File: config.mk
export PLATFORM = sky130hd
export DESIGN_NAME = qdsl_loader
export DESIGN_NICKNAME = d
export VERILOG_FILES = /design/src/pkg/qdsl_pkg.sv /design/src/hdl/qdsl_fifo.sv /design/src/hdl/qdsl_loader.sv /design/src/hdl/qdsl_sync3.sv
export SDC_FILE = /design/constraint.sdc
export NUM_CORES = 2
export LEC_CHECK = 0
export ABC_AREA = 0
export BUFFER_PORTS_ARGS = -buffer_cell sky130_fd_sc_hd__buf_4
export CAP_MARGIN = 20
export CORE_UTILIZATION = 40
export CTS_BUF_LIST = sky130_fd_sc_hd__clkbuf_8
export DETAILED_ROUTE_END_ITERATION = 10
export GPL_TIMING_DRIVEN = 0
export HOLD_SLACK_MARGIN = 0.08
export SLEW_MARGIN = 20
export SYNTH_ARGS = -nofsm -noshare
export SYNTH_HDL_FRONTEND = slang
export SYNTH_SLANG_ARGS = --single-unit
File: constraint.sdc
create_clock -name i_clk -period 4 [get_ports i_clk]
set_input_delay 0.2 -clock i_clk [delete_from_list [all_inputs] [get_ports i_clk]]
set_output_delay 0.2 -clock i_clk [all_outputs]
set_load 0.005 [all_outputs]
File: src/pkg/qdsl_pkg.sv
// Constants, register map and carrier types of the quad DAC serial loader
// Assumes a 32-bit classic Wishbone register port with byte addresses
package qdsl_pkg;
  // Frame layout
  localparam int FRAME_BITS = 24;
  localparam int CODE_BITS = 14;
  localparam int CHANNELS = 4;
  localparam int CHAN_BITS = 2;
  localparam int PKG_ADDR_BITS = 5;
  localparam int ACCEPT_POS = 23;
  localparam int CHAN_HI = 22;
  localparam int CHAN_LO = 21;
  localparam int PADDR_HI = 20;
  localparam int PADDR_LO = 16;
  localparam int CODE_HI = 13;
  localparam int CODE_LO = 0;
  localparam int FIFO_DEPTH = 32;
  localparam int BITCNT_BITS = 8;
  localparam int COUNT_BITS = 16;
  // Register byte offsets
  localparam logic [7:0] ADR_CTRL = 8'h00;
  localparam logic [7:0] ADR_STATUS = 8'h04;
  localparam logic [7:0] ADR_LAST_FRAME = 8'h08;
  localparam logic [7:0] ADR_ACCEPT_CNT = 8'h0c;
  localparam logic [7:0] ADR_MISS_CNT = 8'h10;
  localparam logic [7:0] ADR_IGNORE_CNT = 8'h14;
  localparam logic [7:0] ADR_LAST_BITS = 8'h18;
  localparam logic [3:0] ADR_INPUT_BASE = 4'h2;
  localparam logic [3:0] ADR_LATCH_BASE = 4'h3;
  // Field positions
  localparam int CTRL_RISE_POS = 0;
  localparam int CTRL_HOLD_POS = 1;
  localparam int STAT_CLAMP_POS = 0;
  localparam int STAT_OVF_POS = 1;
  localparam int STAT_INFRAME_POS = 2;
  localparam int STAT_STROBE_POS = 3;
  localparam int STAT_EMPTY_POS = 4;

  typedef logic [CODE_BITS-1:0] qdsl_code_type;
  typedef qdsl_code_type [CHANNELS-1:0] qdsl_bank_type;

  typedef struct packed {
    logic [CHAN_BITS-1:0] chan;
    qdsl_code_type code;
    logic direct;
  } qdsl_load_type;

  typedef struct packed {
    logic serial_clk;
    logic serial_data;
    logic frame_sync_n;
    logic latch_update_strobe_n;
    logic output_clamp_n;
    logic [PKG_ADDR_BITS-1:0] package_id_pins;
  } qdsl_pins_type;

  localparam qdsl_pins_type PINS_IDLE = '{
    serial_clk: 1'b0,
    serial_data: 1'b0,
    frame_sync_n: 1'b1,
    latch_update_strobe_n: 1'b1,
    output_clamp_n: 1'b1,
    package_id_pins: 5'h00
  };
endpackage : qdsl_pkg

File: src/hdl/qdsl_fifo.sv
// Synchronous FIFO with valid/ready on both sides
// Assumes one clock; DEPTH a power of two
`timescale 1ns/100ps
module qdsl_fifo #(
  parameter int WIDTH = 17,
  parameter int DEPTH = 32
) (
  input logic i_clk,
  input logic i_sys_rst,
  input logic i_in_valid,
  output logic o_in_ready,
  input logic [WIDTH-1:0] i_in_data,
  output logic o_out_valid,
  input logic i_out_ready,
  output logic [WIDTH-1:0] o_out_data
);
  localparam int AW = $clog2(DEPTH);

  if (DEPTH < 2 || (DEPTH & (DEPTH - 1)) != 0) begin : g_bad_depth
    $error("qdsl_fifo: DEPTH must be a power of two of at least 2");
  end

  typedef struct packed {
    logic [DEPTH-1:0][WIDTH-1:0] mem;
    logic [AW-1:0] wr_ptr;
    logic [AW-1:0] rd_ptr;
    logic [AW:0] count;
  } qdsl_fifo_type;

  qdsl_fifo_type st_r;
  qdsl_fifo_type st_nxt;
  logic push;
  logic pop;

  assign o_in_ready = (st_r.count != (AW + 1)'(DEPTH));
  assign o_out_valid = (st_r.count != '0);
  assign o_out_data = st_r.mem[st_r.rd_ptr];

  always_comb begin
    st_nxt = st_r;
    push = i_in_valid && o_in_ready;
    pop = o_out_valid && i_out_ready;
    if (push) begin
      st_nxt.mem[st_r.wr_ptr] = i_in_data;
      st_nxt.wr_ptr = st_r.wr_ptr + 1'b1;
    end
    if (pop) begin
      st_nxt.rd_ptr = st_r.rd_ptr + 1'b1;
    end
    if (push && !pop) begin
      st_nxt.count = st_r.count + 1'b1;
    end else if (pop && !push) begin
      st_nxt.count = st_r.count - 1'b1;
    end
  end

  always_ff @(posedge i_clk) begin
    if (i_sys_rst) begin
      st_r <= '0;
    end else begin
      st_r <= st_nxt;
    end
  end
endmodule : qdsl_fifo

File: src/hdl/qdsl_loader.sv
// Quad 14-bit DAC serial load path: pin sampling, 24-bit frame capture,
// load queue, per-channel input registers and DAC latches, output clamp,
// and a classic Wishbone slave for control and observation.
// Assumes serial pins asynchronous to i_clk and a serial clock no faster
// than one eighth of i_clk.
//
// What this block does
// RQ1: Latch codes drive outputs as straight binary
// RQ2: Each channel has input register and latch
// RQ3: Clamp low forces outputs to sense ground
// RQ4: Clamp holds until next load strobe assertion or direct latch write
// RQ5: Frame is 8 control plus 16 data
// RQ6: Host sends control bits first
// RQ7: Strobe pulse copies all input registers
// RQ8: Strobe low: frame end writes latch directly
// RQ9: 24-bit shift register keeps newest bits
// RQ10: Accept bit zero ignores the frame
// RQ11: Host sends bit 23 first, descending
// RQ12: Bits 22..21 pick the channel
// RQ13: Bits 20..16 must match package pins
// RQ14: Code taken from bits 13..0
// RQ15: Host pads data field with two zeros
// RQ16: Shift one bit per edge while framed
// RQ17: Rejected frames change no input register or latch
`timescale 1ns/100ps
module qdsl_loader #(
  parameter int FIFO_DEPTH = qdsl_pkg::FIFO_DEPTH
) (
  input logic i_clk,
  input logic i_sys_rst,
  input logic i_serial_clk,
  input logic i_serial_data,
  input logic i_frame_sync_n,
  input logic i_latch_update_strobe_n,
  input logic i_output_clamp_n,
  input logic [qdsl_pkg::PKG_ADDR_BITS-1:0] i_package_id_pins,
  input logic i_wb_cyc,
  input logic i_wb_stb,
  input logic i_wb_we,
  input logic [7:0] i_wb_adr,
  input logic [3:0] i_wb_sel,
  input logic [31:0] i_wb_dat,
  output logic [31:0] o_wb_dat,
  output logic o_wb_ack,
  output qdsl_pkg::qdsl_bank_type o_analog_outputs,
  output logic o_sense_ground_level_sel
);
  if (FIFO_DEPTH < 2) begin : g_bad_depth
    $error("qdsl_loader: FIFO_DEPTH must be at least 2");
  end

  localparam int LW = $bits(qdsl_pkg::qdsl_load_type);

  typedef struct packed {
    logic ctrl_rise;
    logic ctrl_hold;
    logic overflow;
    logic sclk_d;
    logic frame_sync_n_n_d;
    logic strobe_n_d;
    logic [qdsl_pkg::FRAME_BITS-1:0] shreg;
    logic [qdsl_pkg::BITCNT_BITS-1:0] bitcnt;
    logic [qdsl_pkg::FRAME_BITS-1:0] last_frame;
    logic [qdsl_pkg::BITCNT_BITS-1:0] last_bits;
    logic [qdsl_pkg::COUNT_BITS-1:0] cnt_accept;
    logic [qdsl_pkg::COUNT_BITS-1:0] cnt_miss;
    logic [qdsl_pkg::COUNT_BITS-1:0] cnt_ignore;
    qdsl_pkg::qdsl_bank_type inreg;
    qdsl_pkg::qdsl_bank_type latch;
    logic clamp;
    logic wb_ack;
    logic [31:0] wb_dat;
  } qdsl_state_type;

  qdsl_state_type st_r;
  qdsl_state_type st_nxt;
  qdsl_pkg::qdsl_pins_type pins_raw;
  qdsl_pkg::qdsl_pins_type pins;
  qdsl_pkg::qdsl_load_type push_d;
  qdsl_pkg::qdsl_load_type pop_d;
  logic push_v;
  logic push_rdy;
  logic pop_v;
  logic pop_rdy;
  logic [LW-1:0] pop_bits;

  assign pins_raw = '{
    serial_clk: i_serial_clk,
    serial_data: i_serial_data,
    frame_sync_n: i_frame_sync_n,
    latch_update_strobe_n: i_latch_update_strobe_n,
    output_clamp_n: i_output_clamp_n,
    package_id_pins: i_package_id_pins
  };

  qdsl_sync3 #(
    .WIDTH($bits(qdsl_pkg::qdsl_pins_type)),
    .RESET_VALUE(qdsl_pkg::PINS_IDLE)
  ) u_sync (
    .i_clk(i_clk),
    .i_sys_rst(i_sys_rst),
    .i_async(pins_raw),
    .o_level(pins)
  );

  // Accepted frames wait here; draining stalls while software holds it
  qdsl_fifo #(
    .WIDTH(LW),
    .DEPTH(FIFO_DEPTH)
  ) u_queue (
    .i_clk(i_clk),
    .i_sys_rst(i_sys_rst),
    .i_in_valid(push_v),
    .o_in_ready(push_rdy),
    .i_in_data(push_d),
    .o_out_valid(pop_v),
    .i_out_ready(pop_rdy),
    .o_out_data(pop_bits)
  );

  assign pop_d = qdsl_pkg::qdsl_load_type'(pop_bits);
  assign pop_rdy = !st_r.ctrl_hold;

  always_comb begin
    logic shift_edge;
    logic frame_start;
    logic frame_end;
    logic strobe_fall;
    logic accept;
    logic addr_ok;
    logic apply;
    logic wb_req;
    logic [qdsl_pkg::CHAN_BITS-1:0] chan;
    logic [3:0] idx;
    st_nxt = st_r;
    shift_edge = 1'b0;
    frame_start = 1'b0;
    frame_end = 1'b0;
    strobe_fall = 1'b0;
    accept = 1'b0;
    addr_ok = 1'b0;
    apply = 1'b0;
    wb_req = 1'b0;
    chan = '0;
    idx = '0;
    push_v = 1'b0;
    push_d = '0;

    st_nxt.sclk_d = pins.serial_clk;
    st_nxt.frame_sync_n_n_d = pins.frame_sync_n;
    st_nxt.strobe_n_d = pins.latch_update_strobe_n;

    // Serial capture
    frame_start = st_r.frame_sync_n_n_d && !pins.frame_sync_n;
    frame_end = !st_r.frame_sync_n_n_d && pins.frame_sync_n;
    if (st_r.ctrl_rise) begin
      shift_edge = pins.serial_clk && !st_r.sclk_d;
    end else begin
      shift_edge = !pins.serial_clk && st_r.sclk_d;
    end
    if (frame_start) begin
      st_nxt.shreg = '0;
      st_nxt.bitcnt = '0;
    end else if (shift_edge && !pins.frame_sync_n) begin // RQ16
      // Older bits fall off the top, so the newest 24 remain
      st_nxt.shreg = {st_r.shreg[qdsl_pkg::FRAME_BITS-2:0], pins.serial_data}; // RQ9
      if (st_r.bitcnt != '1) begin
        st_nxt.bitcnt = st_r.bitcnt + 1'b1;
      end
    end

    // Frame decode at the rising edge of frame sync
    accept = st_r.shreg[qdsl_pkg::ACCEPT_POS]; // RQ10
    addr_ok = (st_r.shreg[qdsl_pkg::PADDR_HI:qdsl_pkg::PADDR_LO]
               == pins.package_id_pins); // RQ13
    if (frame_end) begin
      st_nxt.last_frame = st_r.shreg; // RQ5
      st_nxt.last_bits = st_r.bitcnt;
      if (!accept) begin
        st_nxt.cnt_ignore = st_r.cnt_ignore + 1'b1; // RQ17
      end else if (!addr_ok) begin
        st_nxt.cnt_miss = st_r.cnt_miss + 1'b1; // RQ17
      end else begin
        push_v = 1'b1;
        push_d.chan = st_r.shreg[qdsl_pkg::CHAN_HI:qdsl_pkg::CHAN_LO]; // RQ12
        push_d.code = st_r.shreg[qdsl_pkg::CODE_HI:qdsl_pkg::CODE_LO]; // RQ14
        // Strobe level at frame end decides a direct latch write
        push_d.direct = !pins.latch_update_strobe_n; // RQ8
        if (push_rdy) begin
          st_nxt.cnt_accept = st_r.cnt_accept + 1'b1;
        end else begin
          st_nxt.overflow = 1'b1;
        end
      end
    end

    // Queue drain into the addressed channel
    apply = pop_v && pop_rdy;
    chan = pop_d.chan;
    if (apply) begin
      st_nxt.inreg[chan] = pop_d.code; // RQ2
      if (pop_d.direct) begin
        st_nxt.latch[chan] = pop_d.code; // RQ8
      end
    end

    // Simultaneous update on the strobe's falling edge
    strobe_fall = st_r.strobe_n_d && !pins.latch_update_strobe_n;
    if (strobe_fall) begin
      st_nxt.latch = st_nxt.inreg; // RQ7
    end

    // Output clamp
    if (!pins.output_clamp_n) begin
      st_nxt.clamp = 1'b1; // RQ3
    end else if (strobe_fall || (apply && pop_d.direct)) begin
      st_nxt.clamp = 1'b0; // RQ4
    end

    // Wishbone slave, answers one cycle after the request is seen
    wb_req = i_wb_cyc && i_wb_stb && !st_r.wb_ack;
    st_nxt.wb_ack = wb_req;
    st_nxt.wb_dat = '0;
    idx = i_wb_adr[7:4];
    if (wb_req && i_wb_we) begin
      if (i_wb_adr == qdsl_pkg::ADR_CTRL && i_wb_sel[0]) begin
        st_nxt.ctrl_rise = i_wb_dat[qdsl_pkg::CTRL_RISE_POS];
        st_nxt.ctrl_hold = i_wb_dat[qdsl_pkg::CTRL_HOLD_POS];
      end
      // Write one clears; a new overflow in the same cycle wins
      if (i_wb_adr == qdsl_pkg::ADR_STATUS && i_wb_sel[0]
          && i_wb_dat[qdsl_pkg::STAT_OVF_POS]
          && !(frame_end && accept && addr_ok && !push_rdy)) begin
        st_nxt.overflow = 1'b0;
      end
    end
    if (wb_req && !i_wb_we) begin
      unique case (i_wb_adr)
        qdsl_pkg::ADR_CTRL: begin
          st_nxt.wb_dat[qdsl_pkg::CTRL_RISE_POS] = st_r.ctrl_rise;
          st_nxt.wb_dat[qdsl_pkg::CTRL_HOLD_POS] = st_r.ctrl_hold;
        end
        qdsl_pkg::ADR_STATUS: begin
          st_nxt.wb_dat[qdsl_pkg::STAT_CLAMP_POS] = st_r.clamp;
          st_nxt.wb_dat[qdsl_pkg::STAT_OVF_POS] = st_r.overflow;
          st_nxt.wb_dat[qdsl_pkg::STAT_INFRAME_POS] = !pins.frame_sync_n;
          st_nxt.wb_dat[qdsl_pkg::STAT_STROBE_POS] = !pins.latch_update_strobe_n;
          st_nxt.wb_dat[qdsl_pkg::STAT_EMPTY_POS] = !pop_v;
        end
        qdsl_pkg::ADR_LAST_FRAME: begin
          st_nxt.wb_dat[qdsl_pkg::FRAME_BITS-1:0] = st_r.last_frame;
        end
        qdsl_pkg::ADR_ACCEPT_CNT: begin
          st_nxt.wb_dat[qdsl_pkg::COUNT_BITS-1:0] = st_r.cnt_accept;
        end
        qdsl_pkg::ADR_MISS_CNT: begin
          st_nxt.wb_dat[qdsl_pkg::COUNT_BITS-1:0] = st_r.cnt_miss;
        end
        qdsl_pkg::ADR_IGNORE_CNT: begin
          st_nxt.wb_dat[qdsl_pkg::COUNT_BITS-1:0] = st_r.cnt_ignore;
        end
        qdsl_pkg::ADR_LAST_BITS: begin
          st_nxt.wb_dat[qdsl_pkg::BITCNT_BITS-1:0] = st_r.last_bits;
        end
        default: begin
          if (idx == qdsl_pkg::ADR_INPUT_BASE && i_wb_adr[1:0] == 2'h0) begin
            st_nxt.wb_dat[qdsl_pkg::CODE_BITS-1:0] = st_r.inreg[i_wb_adr[3:2]];
          end else if (idx == qdsl_pkg::ADR_LATCH_BASE && i_wb_adr[1:0] == 2'h0) begin
            st_nxt.wb_dat[qdsl_pkg::CODE_BITS-1:0] = st_r.latch[i_wb_adr[3:2]];
          end
        end
      endcase
    end
  end

  always_ff @(posedge i_clk) begin
    if (i_sys_rst) begin
      st_r <= '0;
      st_r.sclk_d <= qdsl_pkg::PINS_IDLE.serial_clk;
      st_r.frame_sync_n_n_d <= qdsl_pkg::PINS_IDLE.frame_sync_n;
      st_r.strobe_n_d <= qdsl_pkg::PINS_IDLE.latch_update_strobe_n;
    end else begin
      st_r <= st_nxt;
    end
  end

  // Codes leave unchanged: zero is the lower reference, all ones the top step
  assign o_analog_outputs = st_r.latch; // RQ1
  assign o_sense_ground_level_sel = st_r.clamp; // RQ3
  assign o_wb_ack = st_r.wb_ack;
  assign o_wb_dat = st_r.wb_dat;
endmodule : qdsl_loader

File: src/hdl/qdsl_sync3.sv
// Three-stage pin sampler; a change counts once stages two and three agree
// Assumes inputs asynchronous to i_clk
`timescale 1ns/100ps
module qdsl_sync3 #(
  parameter int WIDTH = 1,
  parameter logic [WIDTH-1:0] RESET_VALUE = '0
) (
  input logic i_clk,
  input logic i_sys_rst,
  input logic [WIDTH-1:0] i_async,
  output logic [WIDTH-1:0] o_level
);
  typedef struct packed {
    logic [WIDTH-1:0] s1;
    logic [WIDTH-1:0] s2;
    logic [WIDTH-1:0] s3;
    logic [WIDTH-1:0] level;
  } qdsl_sync_type;

  qdsl_sync_type st_r;
  qdsl_sync_type st_nxt;

  always_comb begin
    st_nxt = st_r;
    st_nxt.s1 = i_async;
    st_nxt.s2 = st_r.s1;
    st_nxt.s3 = st_r.s2;
    for (int i = 0; i < WIDTH; i++) begin
      if (st_r.s2[i] == st_r.s3[i]) begin
        st_nxt.level[i] = st_r.s3[i];
      end
    end
  end

  always_ff @(posedge i_clk) begin
    if (i_sys_rst) begin
      st_r <= '{s1: RESET_VALUE, s2: RESET_VALUE, s3: RESET_VALUE, level: RESET_VALUE};
    end else begin
      st_r <= st_nxt;
    end
  end

  assign o_level = st_r.level;
endmodule : qdsl_sync3

After elaboration in Yosys (flattened, before gate mapping)

Cells that the tools add are included.

Logic and storage cells: 211
Output and inout bits: 90
Flip-flop bits (word level): 864
Input port bits: 59

Magnitude comparators: 6
$add $sub $neg: 8
Reduce and logical (&&, ||, !) cells: 57
Bitwise operators: 4
Multiplexer cells: 40
Eq/ne operators: 22

Operator list:

| operator                                                                     | number |
|---|---|
| 544-bit bitwise mux                                                          | 1 |
| 56-bit bitwise mux                                                           | 2 |
| 112-bit two-way mux                                                          | 1 |
| 56-bit two-way mux                                                           | 2 |
| 17-bit binary-select mux with 5-bit select                                   | 1 |
| 17-bit demux with 5-bit select                                               | 1 |
| 17-bit two-way mux                                                           | 5 |
| 14-bit two-way mux                                                           | 5 |
| 14-bit binary-select mux with 2-bit select                                   | 2 |
| 16-bit by 1-bit adder with 16-bit output, second input constant              | 3 |
| 6-bit one-hot mux with 5 select lines                                        | 1 |
| 14-bit demux with 2-bit select                                               | 1 |
| 1-bit logical AND                                                            | 26 |
| 8-bit by 5-bit equality test with 1-bit output, second input constant        | 3 |
| 3-bit one-hot mux with 7 select lines                                        | 1 |
| 3-bit one-hot mux with 6 select lines                                        | 1 |
| 8-bit by 4-bit equality test with 1-bit output, second input constant        | 2 |
| 2-bit one-hot mux with 7 select lines                                        | 1 |
| 1-bit zero test                                                              | 13 |
| 5-bit by 6-bit less-than comparator with 1-bit output, second input constant | 2 |
| 1-bit two-way mux                                                            | 12 |
| 6-bit two-way mux                                                            | 2 |
| 5-bit by 1-bit adder with 5-bit output, second input constant                | 2 |
| 1-bit equality test                                                          | 10 |
| 24 further kinds                                                             | 37 |

Longest topological paths before layout

Depth after elaboration: 10
Gate-level depth with buffers: 16
Mapped depth without buffers: 14

Hierarchy

Synthesis repeated with hierarchy kept, for this count alone.

Cells, all modules: 4439
Area total of the unflattened synthesis: 39432.8 sq um

By module, submodules not included:

| module      | times used | area each (sq um) | cells each | seq. area each (sq um) |
|---|---|---|---|---|
| qdsl_fifo   | 1          | 25673.4           | 2885       | 11210.8 |
| qdsl_loader | 1          | 12530.8           | 1440       | 5124.9 |
| qdsl_sync3  | 1          | 1228.7            | 114        | 800.8 |

Worst setup path before layout

Ideal clock, no wire load.

Path type: reg2reg
Start: register u_sync.st_r (netlist bit u_sync.o_level[7])
End: register u_queue.st_r[5] in the netlist's numbering
Period minus slack after synthesis: 3514 ps
Data required time: 3872 ps
Library setup time: 128 ps
Stages on the path, launching flop included: 17
Path slack: 486 ps
Data arrival time: 3387 ps
Cells stage by stage: dfxtp_1 -> buf_4 -> and2b_1 -> buf_4 -> nand2_4 -> a2111oi_4 -> buf_6 -> ha_1 -> inv_1 -> ha_1 -> a21oi_1 -> a21boi_0 -> o21a_1 -> or3_1 -> a21oi_1 -> xnor2_1 -> nor2_1

Cells in the longest elaborated chain, start to end: 6
Elaborated cells between the ends (all ways): 8
Those cells by class: mux (2); reduce/logical (6)

Ends and longest elaborated chain:

| item                                | RTL line           | text |
|---|---|---|
| from (decl)                         | qdsl_sync3.sv:20   | `qdsl_sync_type st_r;` |
| from (signal assigned)              | qdsl_sync3.sv:37   | `st_r <= '{s1: RESET_VALUE, s2: RESET_VALUE, s3: RESET_VALUE, level: RESET_VALUE};` |
| from (signal assigned)              | qdsl_sync3.sv:39   | `st_r <= st_nxt;` |
| 1-bit logical AND *                 | qdsl_loader.sv:155 | `frame_end = !st_r.frame_sync_n_n_d && pins.frame_sync_n;` |
| 1-bit two-way mux *                 | qdsl_loader.sv:176 | `if (frame_end) begin` |
| 1-bit logical AND *                 | qdsl_fifo.sv:41    | `push = i_in_valid && o_in_ready;` |
| net u_queue.push                    | qdsl_fifo.sv:32    | `logic push;` |
| 1-bit zero test                     | qdsl_fifo.sv:52    | `end else if (pop && !push) begin` |
| 1-bit logical AND                   | qdsl_fifo.sv:52    |  |
| 2-bit nonzero test (no source line) | -                  |  |
| to (signal assigned)                | qdsl_fifo.sv:61    | `st_r <= st_nxt;` |
| to (decl)                           | qdsl_fifo.sv:30    | `qdsl_fifo_type st_r;` |

Mark *: on every way through the listed nets, which the timed path passes. The rest lies on a longest branch.
A chain may end at the register's enable or synchronous reset.

Worst setup path in the final report

Start: register u_queue.st_r[7] in the netlist's numbering
End: register st_r (netlist bit o_analog_outputs[22])

Cells in the longest elaborated chain, start to end: 10
Elaborated cells between the ends (all ways): 14
Those cells by class: order compare (2); mux (9); reduce/logical (3)

Ends and longest elaborated chain:

| item                                                                                                                                          | RTL line                               | text |
|---|---|---|
| 17-bit binary-select mux with 5-bit select *                                                                                                  | qdsl_fifo.sv:37                        | `assign o_out_data = st_r.mem[st_r.rd_ptr];` |
| 17-bit two-way mux (not written as such) *                                                                                                    | qdsl_fifo.sv:37                        |  |
| 2-bit by 3-bit less-than comparator with 1-bit output (not written as such) or 2-bit by 1-bit >= comparator with 1-bit output (tied branches) | qdsl_loader.sv:201, qdsl_loader.sv:203 |  |
| 1-bit logical AND (not written as such)                                                                                                       | qdsl_loader.sv:201, qdsl_loader.sv:203 |  |
| 14-bit two-way mux (not written as such)                                                                                                      | qdsl_loader.sv:201, qdsl_loader.sv:203 |  |
| 14-bit demux with 2-bit select                                                                                                                | qdsl_loader.sv:201, qdsl_loader.sv:203 |  |
| 56-bit bitwise mux                                                                                                                            | qdsl_loader.sv:203                     | `st_nxt.latch[chan] = pop_d.code;` |
| 56-bit two-way mux                                                                                                                            | qdsl_loader.sv:202                     | `if (pop_d.direct) begin` |
| 112-bit two-way mux                                                                                                                           | qdsl_loader.sv:200                     | `if (apply) begin` |
| 56-bit two-way mux                                                                                                                            | qdsl_loader.sv:209                     | `if (strobe_fall) begin` |
| to (signal assigned)                                                                                                                          | qdsl_loader.sv:283                     | `st_r <= st_nxt;` |
| to (decl)                                                                                                                                     | qdsl_loader.sv:75                      | `qdsl_state_type st_r;` |

Every way passes the cells marked *; elsewhere a longest branch is shown, timed or not. The select of a mux whose other input is x is not followed.

==> flow_metrics.py <==
metrics = {
    "placement": {
        "gp_congestion": 0.975,
        "hpwl_um": 96000,
        "dp.cells": 5615,
        "port-buffer-count": 104,
    },
    "sta": {
        "period_minus_slack_ps": 4020,
        "relSlewSlack_pct": 26.3,
        "hold_viol": 0,
        "fin_crit_sh_pct": 100,
        "setup_viol": 7,
        "rsz0062_at_grt": "false",
        "tightest_slew_ps": 1100,
        "maxClockFrequency_ghz": 0.249,
        "finalMaxSlewViolations": 0,
        "fin_skew_ps": 65.1,
        "fin_ws_ps": -19.0,
    },
    "floorplan": {
        "initial_utilization_pct": 40.6,
        "pin_count": 149,
        "dieArea_sq_um": 96600,
        "die_w_um": 311,
        "coreArea_sq_um": 93900,
        "num_rows": 112,
        "die_h_um": 311,
    },
    "setup_path": {
        "slowest_stage": "mux4_2",
        "path_cells": "buf_2 -> buf_6 -> buf_6 -> buf_2 -> buf_2 -> mux4_2 -> mux4_2 -> mux2i_4 -> mux2_2 -> o2bb2ai_2",
        "critical_path_arrival_ps": 4750,
        "r2r.worst_path.cells": 10,
        "slowest_delay_ps": 570,
        "startpoint_type": "register",
        "required_ps": 4730,
        "cp_common_cell": "buf_2",
        "worst-path-max-fanout": 10,
        "startpoint": "u_queue.st_r[7]$_SDFFE_PP0P_",
        "worstReg2RegEnd": "o_analog_outputs[22]$_SDFFE_PP0P_",
        "crit_path_end_kind": "register",
        "r2r-start": "u_queue.st_r[7]$_SDFFE_PP0P_",
        "regToRegSetupSlack_ps": -20,
        "worstSetupPathType": "reg2reg",
        "crit_path_end": "o_analog_outputs[22]$_SDFFE_PP0P_",
    },
    "grt": {
        "met2_usage_pct": 41.3,
        "antenna_found_initial": 5,
        "grtUsageTotal_pct": 27.0,
        "met1_usage_pct": 35.8,
        "overflow": 0,
        "grt_pass1_vias": 30400,
        "gr-max-usage-layer": "met2",
        "use_met3_pct": 6.38,
        "grt_pass1_wl_um": 197000,
        "grt_max_degree": 17,
    },
    "synth": {
        "synth_ff_type": "dfxtp_1",
        "yosys_warnings": 0,
        "synth-seq-cells": 856,
        "synth.avg_cell_area_sq_um": 8.97,
        "syn_area_sq_um": 38100,
        "synth_edf_count": 0,
        "async_flop_share_pct": 0,
        "yosys.cell_types.count": 73,
        "ys_seq_area_share_pct": 44.9,
        "syn_inst": 4250,
    },
    "pwr": {
        "p_leak_nw": 14.5,
        "power_density_nw_per_um2": 453,
        "vdd_drop_max_mv": 0.306,
    },
    "clock_tree": {
        "clock-sinks": 856,
        "cts_tree": "built",
        "clockRootBuffer": "clkbuf_8",
        "clk_pin_slew_worst_paths_ps": 60,
        "cts_buffer_depth": 3,
        "clock_latency_ps": 850,
        "cts_htree_levels": 4,
        "cts_buffers": 148,
    },
    "final_layout": {
        "area_growth_pct": 15.0,
        "stdcell_count": 5897,
        "fill_cells": 9177,
        "fin_nets": 4611,
        "fin_util_pct": 46.7,
        "drive_gt1_share_pct": 18.4,
    },
    "drt": {
        "drc": 0,
        "vias": 32400,
        "wl_um": 133000,
        "drtAntennaViolNets": 0,
        "wire_per_inst_um": 22.6,
        "drt_pass1_iterations": 7,
        "viasPerCell": 5.49,
        "drt-initial-drc-count": 3494,
    },
    "min_path": {
        "hold_class": "in2reg",
    },
    "run_status": {
        "violations": "setup timing",
        "status": "finished, violations left",
    },
    "flow_run": {
        "cap_violations": 0,
    },
}
-- registers in the layout, summed over array words and instances (netlist names) --
signal                    count
o_analog_outputs             56
o_wb_dat                     24
st_r                        174
o_sense_ground_level_sel      1
o_wb_ack                      1
u_sync.o_level               10
u_sync.st_nxt                20
u_sync.st_r                  10
u_queue.st_r                560
-- cells in the mapped netlist, drive strengths merged (27+ instances only) --
library cell | number | area [sq um]
or2 | 40 | 250
a211oi | 29 | 218
and2 | 38 | 239
dfxtp | 856 | 17100
nor2 | 193 | 972
xor2 | 42 | 368
nor2b | 31 | 194
nand2 | 1333 | 5040
buf | 212 | 1450
a21oi | 647 | 3240
o2bb2ai | 56 | 741
o21ai | 27 | 195
mux2 | 58 | 653
clkbuf | 214 | 803
nand3 | 31 | 155
mux2i | 81 | 863
mux4 | 186 | 4190
-- metal layers --
| metal | routed length (um) | vias to the layer above |
|---|---|---|
| li1 | - | 14900 |
| met1 | 54400 | 15600 |
| met2 | 58800 | 1544 |
| met3 | 13200 | 303 |
| met4 | 6640 | 2 |
| met5 | 12 | - |
-- power by group --
part / internal (W) / switching (W) / total [W]
logic: 0.00109 / 0.00186 / 0.00296
registers: 0.00866 / 0.000132 / 0.00879
clock network: 0.00437 / 0.00377 / 0.00814
-- layout make-up --
cell class	count	area, sq um	area share (%)
Tap cell	1254	1570	3.58
Multi-Input combinational cell	2964	18800	43.0
Buffer	426	2260	5.16
Clock buffer	179	2460	5.62
Inverter	11	41.3	0.0941
Timing Repair Buffer	129	1020	2.33
Clock inverter	75	507	1.16
Sequential cell	856	17100	39.1
Antenna cell	3	7.51	0.0171
-- repair_timing --
item / CTS / global route
hold endpoints to repair: 21 / 0
endpoints found under the setup margin: 70 / 16
gates resized for setup: 12 / 4
pin swaps: 1 / 0
hold buffers: 23 / 0
setup buffers: 1 / 0
-- how the worst min path moves through the flow --
stage                            startpoint                                end  slack (ps)  cells past startpoint
global placement           i_output_clamp_n       u_sync.st_nxt[25]$_SDFF_PP1_         390                      2
CTS                               i_sys_rst  o_analog_outputs[29]$_SDFFE_PP0P_          80                      4
floorplan                  i_output_clamp_n       u_sync.st_nxt[25]$_SDFF_PP1_         300                      1
detailed placement         i_output_clamp_n       u_sync.st_nxt[25]$_SDFF_PP1_         390                      2
finish              i_latch_update_strobe_n       u_sync.st_nxt[26]$_SDFF_PP1_         130                      3
global route               i_output_clamp_n       u_sync.st_nxt[25]$_SDFF_PP1_         120                      3
-- placed cells by master (no fill, tap or decap), types with 22 or more instances in the layout --
master         instances
nand2_1             1328
dfxtp_1              856
a21oi_1              647
buf_4                228
clkbuf_1             214
mux4_2               186
clkbuf_8             179
nor2_1               158
mux2i_1               67
inv_1                 62
buf_2                 59
xor2_1                42
o2bb2ai_2             40
and2_1                36
mux2_1                36
nor2_4                32
nand3_1               31
nor2b_1               31
a211oi_1              29
dlygate4sd3_1         23
mux2_2                22
-- kinds of logic after synthesis --
group | Yosys count | share of synthesized area, %
multiplexers | 325 | 15.0
AO/OA/AOI/OAI | 811 | 12.7
buffers and inverters | 437 | 6.02
AND/OR/NAND/NOR | 1741 | 19.3
XOR/XNOR | 63 | 1.45
adder cells (fa/ha/maj) | 16 | 0.545
other | 1 | 0.00983
flip-flops | 856 | 44.9
-- critical path: cells and delay by family, from the launching register on --
family / cells / cell delay, ps
buffers and inverters: 5 / 1760
AO/OA/AOI/OAI: 1 / 60
multiplexers: 4 / 1740
flip-flops: 1 / 340
-- per-stage QoR --
stage / hold WS (ps) / total power [W] / instance area, sq um / setup slack (ps) / setup TNS [ps]
floorplan: 304 / 0.0110 / 38200 / 486 / 0
global route: 117 / 0.0206 / 43900 / 20.8 / 0
CTS: 84.1 / 0.0199 / 43800 / 36.6 / 0
detailed placement: 394 / 0.0119 / 40500 / -233 / -5450
global placement: 388 / 0.0118 / 40500 / -155 / -3220
finish: 134 / 0.0199 / 43900 / -19.0 / -84.0
Power figures use the tool's default switching activity.
